--- config.mk ---
export PLATFORM = sky130hd
export DESIGN_NAME = sac_top
export DESIGN_NICKNAME = d
export VERILOG_FILES = /design/src/sac_pkg.sv /design/src/sac_clk_if.sv /design/src/sac_clk_div.sv /design/src/sac_top.sv
export SDC_FILE = /design/constraint.sdc
export NUM_CORES = 1
export LEC_CHECK = 0
export BUFFER_PORTS_ARGS = -buffer_cell sky130_fd_sc_hd__clkbuf_2
export CORE_ASPECT_RATIO = 0.7
export CORE_UTILIZATION = 60
export CTS_CLUSTER_SIZE = 28
export DETAILED_ROUTE_END_ITERATION = 10
export GPL_TIMING_DRIVEN = 0
export PLACE_DENSITY = 0.81
export SLEW_MARGIN = 25
export SYNTH_ARGS = -nofsm -noshare
export SYNTH_HDL_FRONTEND = slang
export SYNTH_SLANG_ARGS = --single-unit
--- constraint.sdc ---
create_clock -name mclk -period 3.6 [get_ports mclk]
set_clock_uncertainty 0.15 [all_clocks]
set_input_delay 0.72 -clock mclk [delete_from_list [all_inputs] [get_ports mclk]]
set_output_delay 0.72 -clock mclk [all_outputs]
set_load 0.02 [all_outputs]
--- src/sac_pkg.sv ---
package sac_pkg;

	// ==================================================
	// register offsets
	localparam logic [7:0] SAC_ACC_CFG_ADDR  = 8'hba;
	localparam logic [7:0] SAC_CONV_CFG_ADDR = 8'hbc;
	localparam logic [7:0] SAC_RES_LOW_ADDR  = 8'hbd;
	localparam logic [7:0] SAC_RES_HIGH_ADDR = 8'hbe;

	// ==================================================
	// reset values
	localparam logic [7:0]  SAC_CONV_CFG_RST = 8'hf8;
	localparam logic [7:0]  SAC_ACC_CFG_RST  = 8'h00;
	localparam logic [15:0] SAC_RESULT_RST   = 16'h0000;

	// ==================================================
	// field positions, converter_config
	localparam int SAC_DIV_MSB   = 7;
	localparam int SAC_DIV_LSB   = 3;
	localparam int SAC_EIGHT_BIT = 2;
	localparam int SAC_DTRACK_BIT = 1;
	localparam int SAC_GAIN_BIT  = 0;

	// field positions, accumulator_config
	localparam int SAC_TWELVE_BIT = 7;
	localparam int SAC_ACCUM_BIT  = 6;
	localparam int SAC_SJ_MSB     = 5;
	localparam int SAC_SJ_LSB     = 3;
	localparam int SAC_RPT_MSB    = 2;
	localparam int SAC_RPT_LSB    = 0;

	// ==================================================
	// widths and timing counts
	localparam int SAC_DIV_W = 5;
	localparam int SAC_CODE_W = 12;
	localparam logic [1:0] SAC_DELAY_TRACK_CYCLES = 2'h3;
	localparam logic [3:0] SAC_CONV_CLOCKS_8  = 4'hb;
	localparam logic [3:0] SAC_CONV_CLOCKS_10 = 4'hd;
	localparam logic [3:0] SAC_CONV_CLOCKS_12 = 4'hd;

	// shift and justify codes
	localparam logic [2:0] SAC_SJ_LEFT = 3'h4;

	// left-justify shifts for each resolution
	localparam logic [3:0] SAC_LJ_SHIFT_8  = 4'h8;
	localparam logic [3:0] SAC_LJ_SHIFT_10 = 4'h6;
	localparam logic [3:0] SAC_LJ_SHIFT_12 = 4'h4;

	typedef enum logic [1:0] {SAC_IDLE, SAC_TRACK, SAC_CONV} sac_state_e;

endpackage

--- src/sac_clk_if.sv ---
`timescale 1ns/1ps
interface sac_clk_if;
	logic       src_tick;
	logic [4:0] divider;
	logic       sar_tick;

	modport div (input src_tick, input divider, output sar_tick);
	modport seq (output src_tick, output divider, input sar_tick);
endinterface

--- src/sac_clk_div.sv ---
`timescale 1ns/1ps
module sac_clk_div (
	input  wire logic mclk,
	input  wire logic srst,
	sac_clk_if.div    clk_bus
);
	import sac_pkg::*;

	logic [SAC_DIV_W-1:0] count;
	logic                 sar_tick;

	// ==================================================
	// divide source ticks by divider + 1
	wire wrap = (count >= clk_bus.divider);

	always_ff @(posedge mclk) begin
		if (srst) begin
			count    <= '0;
			sar_tick <= 1'b0;
		end else begin
			sar_tick <= clk_bus.src_tick & wrap;
			if (clk_bus.src_tick) begin
				count <= wrap ? '0 : count + 5'h01;
			end
		end
	end

	assign clk_bus.sar_tick = sar_tick;
endmodule

--- src/sac_top.sv ---
`timescale 1ns/1ps
module sac_top (
	input  wire logic                       mclk,
	input  wire logic                       srst,
	input  wire logic [7:0]                 sfr_addr,
	input  wire logic                       sfr_wr,
	input  wire logic                       sfr_rd,
	input  wire logic [7:0]                 sfr_wdata,
	output logic      [7:0]                 sfr_rdata,
	input  wire logic                       converter_on,
	input  wire logic                       burst_select,
	input  wire logic                       lpo_tick,
	input  wire logic                       start_conv,
	input  wire logic [sac_pkg::SAC_CODE_W-1:0] adc_code,
	output logic                            conversion_clock,
	output logic                            tracking,
	output logic                            converting,
	output logic                            conv_done,
	output logic                            input_gain_select,
	output logic                            eight_bit_select,
	output logic                            twelve_bit_select
);
	import sac_pkg::*;

	// ==================================================
	// functions
	function automatic logic [6:0] repeat_total(input logic [2:0] code);
		case (code)
			3'h1:    repeat_total = 7'h04;
			3'h2:    repeat_total = 7'h08;
			3'h3:    repeat_total = 7'h10;
			3'h4:    repeat_total = 7'h20;
			3'h5:    repeat_total = 7'h40;
			default: repeat_total = 7'h01;  // reserved codes act as one
		endcase
	endfunction

	function automatic logic [15:0] format_result(input logic [15:0] acc, input logic [2:0] sj,
	                                              input logic [3:0] lj_shift);
		if (sj == SAC_SJ_LEFT) begin
			format_result = acc << lj_shift;
		end else begin
			format_result = acc >> sj[1:0];
		end
	endfunction

	// ==================================================
	// registers
	logic [7:0]  conv_cfg;
	logic [7:0]  acc_cfg;
	logic [15:0] result;
	sac_state_e  state;
	logic [1:0]  track_count;
	logic [3:0]  conv_count;
	logic [6:0]  burst_left;
	logic        first_in_burst;

	sac_clk_if clk_bus ();

	sac_clk_div u_div (
		.mclk    (mclk),
		.srst    (srst),
		.clk_bus (clk_bus)
	);

	// ==================================================
	// field decode
	wire [4:0] sar_clock_divider    = conv_cfg[SAC_DIV_MSB:SAC_DIV_LSB];
	wire       cfg_eight_bit        = conv_cfg[SAC_EIGHT_BIT];
	wire       delayed_track_select = conv_cfg[SAC_DTRACK_BIT];
	wire       cfg_twelve_bit       = acc_cfg[SAC_TWELVE_BIT];
	wire       accumulate_select    = acc_cfg[SAC_ACCUM_BIT];
	wire [2:0] shift_justify_select = acc_cfg[SAC_SJ_MSB:SAC_SJ_LSB];
	wire [2:0] repeat_count         = acc_cfg[SAC_RPT_MSB:SAC_RPT_LSB];

	// ==================================================
	// conversion clock source
	// lpo_tick is an enable from the low-power oscillator block, one mclk wide
	wire divider_source_clock = burst_select ? lpo_tick : 1'b1;

	assign clk_bus.src_tick = divider_source_clock;
	assign clk_bus.divider  = sar_clock_divider;

	wire sar_tick = clk_bus.sar_tick;

	// ==================================================
	// resolution and conversion length
	// twelve-bit takes priority over eight-bit if both are set
	wire [3:0] conv_clocks = cfg_twelve_bit ? SAC_CONV_CLOCKS_12 :
	                         cfg_eight_bit  ? SAC_CONV_CLOCKS_8  : SAC_CONV_CLOCKS_10;
	wire [3:0] lj_shift    = cfg_twelve_bit ? SAC_LJ_SHIFT_12 :
	                         cfg_eight_bit  ? SAC_LJ_SHIFT_8  : SAC_LJ_SHIFT_10;

	// mask the code to the selected resolution
	wire [11:0] code_mask = cfg_twelve_bit ? 12'hfff : cfg_eight_bit ? 12'h0ff : 12'h3ff;
	wire [15:0] sample    = {4'h0, adc_code & code_mask};

	// ==================================================
	// sequencer decode
	wire start_ok    = (state == SAC_IDLE) & start_conv & (converter_on | burst_select);
	wire track_end   = (state == SAC_TRACK) & sar_tick & (track_count == SAC_DELAY_TRACK_CYCLES - 2'h1);
	wire conv_end    = (state == SAC_CONV) & sar_tick & (conv_count == conv_clocks - 4'h1);
	wire more_burst  = burst_select & (burst_left != 7'h00);
	wire after_conv  = delayed_track_select;

	// accumulate versus overwrite
	wire add_mode       = burst_select ? ~first_in_burst : accumulate_select;
	wire [15:0] next_result = add_mode ? result + sample : sample;

	// ==================================================
	// sequencer
	always_ff @(posedge mclk) begin
		if (srst) begin
			state          <= SAC_IDLE;
			track_count    <= 2'h0;
			conv_count     <= 4'h0;
			burst_left     <= 7'h00;
			first_in_burst <= 1'b0;
		end else begin
			case (state)
				SAC_IDLE: begin
					if (start_ok) begin
						burst_left     <= burst_select ? repeat_total(repeat_count) - 7'h01 : 7'h00;
						first_in_burst <= 1'b1;
						track_count    <= 2'h0;
						conv_count     <= 4'h0;
						state          <= delayed_track_select ? SAC_TRACK : SAC_CONV;
					end
				end
				SAC_TRACK: begin
					if (track_end) begin
						state <= SAC_CONV;
					end else if (sar_tick) begin
						track_count <= track_count + 2'h1;
					end
				end
				SAC_CONV: begin
					if (conv_end) begin
						first_in_burst <= 1'b0;
						conv_count     <= 4'h0;
						track_count    <= 2'h0;
						if (more_burst) begin
							burst_left <= burst_left - 7'h01;
							state      <= after_conv ? SAC_TRACK : SAC_CONV;
						end else begin
							state <= SAC_IDLE;
						end
					end else if (sar_tick) begin
						conv_count <= conv_count + 4'h1;
					end
				end
				default: begin
					state <= SAC_IDLE;
				end
			endcase
		end
	end

	// ==================================================
	// register writes
	wire wr_conv_cfg = sfr_wr & (sfr_addr == SAC_CONV_CFG_ADDR);
	wire wr_acc_cfg  = sfr_wr & (sfr_addr == SAC_ACC_CFG_ADDR);
	wire wr_res_low  = sfr_wr & (sfr_addr == SAC_RES_LOW_ADDR);
	wire wr_res_high = sfr_wr & (sfr_addr == SAC_RES_HIGH_ADDR);

	always_ff @(posedge mclk) begin
		if (srst) begin
			conv_cfg <= SAC_CONV_CFG_RST;
			acc_cfg  <= SAC_ACC_CFG_RST;
		end else begin
			if (wr_conv_cfg) begin
				conv_cfg <= sfr_wdata;
			end
			if (wr_acc_cfg) begin
				acc_cfg <= sfr_wdata;
			end
		end
	end

	// a finishing conversion beats a software write in the same cycle
	always_ff @(posedge mclk) begin
		if (srst) begin
			result <= SAC_RESULT_RST;
		end else if (conv_end) begin
			result <= next_result;
		end else begin
			if (wr_res_low) begin
				result[7:0] <= sfr_wdata;
			end
			if (wr_res_high) begin
				result[15:8] <= sfr_wdata;
			end
		end
	end

	// ==================================================
	// register reads
	wire [15:0] result_view = format_result(result, shift_justify_select, lj_shift);
	wire [7:0]  acc_cfg_view = acc_cfg & ~(8'h01 << SAC_ACCUM_BIT);
	wire [7:0]  read_mux = (sfr_addr == SAC_CONV_CFG_ADDR) ? conv_cfg :
	                       (sfr_addr == SAC_ACC_CFG_ADDR)  ? acc_cfg_view :
	                       (sfr_addr == SAC_RES_LOW_ADDR)  ? result_view[7:0] :
	                       (sfr_addr == SAC_RES_HIGH_ADDR) ? result_view[15:8] : 8'h00;

	always_ff @(posedge mclk) begin
		if (srst) begin
			sfr_rdata <= 8'h00;
		end else if (sfr_rd) begin
			sfr_rdata <= read_mux;
		end
	end

	// ==================================================
	// registered outputs
	always_ff @(posedge mclk) begin
		if (srst) begin
			conversion_clock  <= 1'b0;
			tracking          <= 1'b0;
			converting        <= 1'b0;
			conv_done         <= 1'b0;
			input_gain_select <= 1'b0;
			eight_bit_select  <= 1'b0;
			twelve_bit_select <= 1'b0;
		end else begin
			conversion_clock  <= sar_tick;
			tracking          <= (state == SAC_TRACK);
			converting        <= (state == SAC_CONV);
			conv_done         <= conv_end & ~more_burst;
			input_gain_select <= conv_cfg[SAC_GAIN_BIT];
			eight_bit_select  <= cfg_eight_bit & ~cfg_twelve_bit;
			twelve_bit_select <= cfg_twelve_bit;
		end
	end
endmodule

==> results.py <==
metrics = {
    "outcome": {
        "status": "finished, final reports clean",
    },
    "synthesis": {
        "synth_area_per_cell_um2": 7.698,
        "synth_cell_types": 71,
        "yosysSeqAreaShare_pct": 27.99,
        "synth_top_area_cell": "dfxtp_1",
        "syn-cell-area_um2": 4935,
        "synth-edff-count": 0,
        "synth_top_area_share_pct": 27.99,
        "synth_cells": 641,
        "async_flop_share_pct": 0,
        "synth_area_leaders": "dfxtp_1, mux2i_1, ha_1",
        "synth.net_count": 702,
        "ys_warn_count": 0,
        "ys_seq_elements": 69,
        "ys.flop_type": "dfxtp_1",
    },
    "global_route": {
        "first_global_vias": 4817,
        "grt_usage_pct": 38.04,
        "grt_pass1_wl_mm": 24.80,
        "grt-ovfl-total": 0,
        "antenna_found_initial": 0,
        "grt_max_degree": 14,
    },
    "routing": {
        "drc": 0,
        "drtIter0Drc": 653,
        "wl_mm": 15.49,
        "drt_pass1_iterations": 5,
        "ant_nets": 0,
        "num_vias": 5295,
        "wl_per_cell_um": 19.26,
        "viasPerCell": 6.586,
    },
    "die": {
        "die_w_um": 110.4,
        "core_um2": 7905,
        "die_area_um2": 8597,
        "io_pins": 51,
        "rows": 27,
        "fp.dieH_um": 77.88,
        "start_util_pct": 62.42,
    },
    "cells_and_area": {
        "antennaDiodeCount": 0,
        "nFillCells": 670,
        "multi_input_area_um2": 3293,
        "fin_util_pct": 70.42,
        "layout.nets": 759,
        "ff_latch_area_um2": 1381,
        "layout-drive-gt1-share_pct": 13.80,
        "area_growth_pct": 12.80,
    },
    "timing": {
        "final.setup.tns_ns": 0,
        "hold_viol_final": 0,
        "relSlewSlack_pct": 46.47,
        "timing.final.ws_setup_ns": 0.5234,
        "tightest_slew_ns": 0.8013,
        "finalCriticalPeriod_ns": 3.077,
        "timing.final.crit_share_pct": 85.46,
        "drv_slew": 0,
        "rsz0062_at_grt": "false",
        "finalSetupViolations": 0,
        "fmax_ghz": 0.3250,
    },
    "job": {
        "drv_cap": 0,
    },
    "setup_path": {
        "crit_type": "reg -> reg",
        "path_cells": "buf_2 -> nand2b_1 -> and2_1 -> ha_1 -> and3_1 -> a221o_1 -> or3_1 -> o2111ai_1 -> xor2_1 -> o22ai_1",
        "crit_path_max_incr_delay_ns": 0.34,
        "startpoint": "acc_cfg[7]",
        "start_kind": "flop",
        "crit_fanout": 10,
        "required_ns": 3.67,
        "endpoint_kind": "flop",
        "cp_data_arrival_time_ns": 3.14,
        "crit_buf_inv": 1,
        "critical-path-top-delay-family": "simple AND/OR/NAND/NOR gates",
        "worstReg2RegStart": "acc_cfg[7]",
        "slowest_stage": "ha_1",
    },
    "clock_network": {
        "clockBufferDepth": 2,
        "cts_num_sinks": 69,
        "cts_inserted_buffers": 9,
        "post_cts_resized": 0,
        "post_cts_buffers": 0,
        "clock_latency_ns": 0.34,
        "postCtsHoldBufs": 0,
        "path_clk_slew_ns": 0.06,
        "clockRootBuffer": "clkbuf_16",
        "cts_tree": "built",
        "cts_max_level": 3,
    },
    "power_and_ir_drop": {
        "ir_drop_uv": 335.7,
        "pwr-share-comb_pct": 14.2,
        "seqPwrFrac_pct": 42.0,
        "power_frac_clock_pct": 43.8,
        "p_leak_nw": 2.166,
        "p_int_w": 0.001343,
        "power_per_cell_area_nw_per_um2": 340.2,
        "power.share.switching_pct": 29.09,
        "power_switching_w": 0.0005510,
    },
    "min_path": {
        "hp-class": "reg -> reg",
        "min_from": "acc_cfg[6]",
    },
    "placed_design": {
        "place_worst_setup_slack_ns": 0.5634,
        "post-dp-hpwl_mm": 11.74,
        "portBuffers": 46,
        "place.gp.congestion": 0.9855,
    },
}
-- flip-flops by register name, indices dropped and copies added (netlist names), 2 cells and up --
register and flops:
conv_cfg 8, track_count 2, sfr_rdata 8, burst_left 7, result 16, state 2, conv_count 4, u_div.count 5
acc_cfg 8
-- placed cells by master, fill, tap and decap left out, drive strengths merged, types with 10 or more instances in the layout --
cell type  instances
a21oi             49
o211ai            10
clkbuf            80
nor3              20
dfxtp             69
ha                24
mux2i             31
nor2b             10
o21ai             40
inv               21
buf               19
nor2              51
a211oi            18
a31oi             10
nand3             20
nand2             80
-- synth_stat cells, types with 3 or more instances --
| library cell | count |
|---|---|
| a221oi_1 | 4 |
| dfxtp_1 | 69 |
| nor2b_1 | 10 |
| nor4_1 | 3 |
| o2111ai_1 | 3 |
| nor2_1 | 51 |
| ha_1 | 24 |
| nor3b_1 | 8 |
| a21oi_1 | 47 |
| a211oi_1 | 18 |
| nand2_1 | 79 |
| a21o_1 | 8 |
| buf_2 | 16 |
| mux2i_1 | 31 |
| nand3_1 | 20 |
| or3_1 | 4 |
| a31oi_1 | 10 |
| xor2_1 | 9 |
| or2_2 | 3 |
| o32ai_1 | 5 |
| nand4_1 | 4 |
| o21ai_0 | 39 |
| a311oi_1 | 6 |
| mux2_2 | 9 |
| nor3_1 | 20 |
| clkbuf_1 | 25 |
| o22ai_1 | 8 |
| xnor2_1 | 3 |
| inv_1 | 19 |
| o211ai_1 | 9 |
| nand2b_1 | 9 |
| buf_1 | 3 |
| and2_1 | 5 |
| and3_1 | 7 |
| o21a_1 | 4 |
| o2bb2ai_1 | 3 |
-- logic make-up (layout without fill, tap and decap cells) --
group	Yosys count	count (layout)	share of synthesized area, %
AO/OA/AOI/OAI	194	194	26.14
XOR/XNOR	12	12	2.130
adder cells (fa/ha/maj)	25	25	6.491
buffers and inverters	64	126	5.274
flip-flops	69	69	27.99
multiplexers	41	41	8.798
AND/OR/NAND/NOR	236	236	23.17
-- per-layer routing --
layer / wire, um / vias up / global-route usage (%)
met5: 0 / - / 0
met4: 337 / 0 / 11.45
li1: - / 2476 / -
met1: 6725 / 2446 / 55.65
met3: 2187 / 34 / 11.60
met2: 6239 / 339 / 52.67
-- final cells by class --
| cell class | instances | area share (%) |
|---|---|---|
| inverter | 20 | 1.349 |
| clock buffer | 9 | 4.046 |
| tap | 101 | 2.270 |
| timing repair buffer | 46 | 4.136 |
| buffer | 44 | 3.327 |
| multi-input combinational | 508 | 59.16 |
| sequential | 69 | 24.81 |
| clock inverter | 7 | 0.8991 |
-- worst reg2reg max path, cell delays in order (launching register included) --
cell and delay, ns:
dfxtp_1 0.31, buf_2 0.19, nand2b_1 0.31, and2_1 0.26, ha_1 0.35, and3_1 0.25
a221o_1 0.32, or3_1 0.34, o2111ai_1 0.23, xor2_1 0.17, o22ai_1 0.09
-- through the flow --
step	area, um^2	total power [W]	std cells	hold slack [ns]
after floorplan	4935	0.0009828	641	0.2819
after global placement	5291	0.001062	788	0.2909
after detailed placement	5291	0.001069	788	0.2976
after CTS	5567	0.001888	804	0.3052
after global routing	5567	0.001960	804	0.3428
final	5567	0.001894	804	0.3064
-- power groups by stage --
stage               clock network [W]  logic, W  registers [W]
finish                       0.000830  0.000269       0.000796
global route                 0.000868  0.000295       0.000797
CTS                          0.000834  0.000259       0.000795
detailed placement                  0  0.000257       0.000812
global placement                    0  0.000251       0.000811
floorplan                           0  0.000171       0.000812
-- path summary, 6_finish.rpt --
kind | endpoint | slack [ns] | cells past startpoint
setup / recovery | result[14] | 0.52 | 10
hold / removal | acc_cfg[6] | 0.31 | 2
setup reg to reg | result[14] | 0.52 | 10
hold reg to reg | acc_cfg[6] | 0.31 | 2
Power figures use the tool's default switching activity.
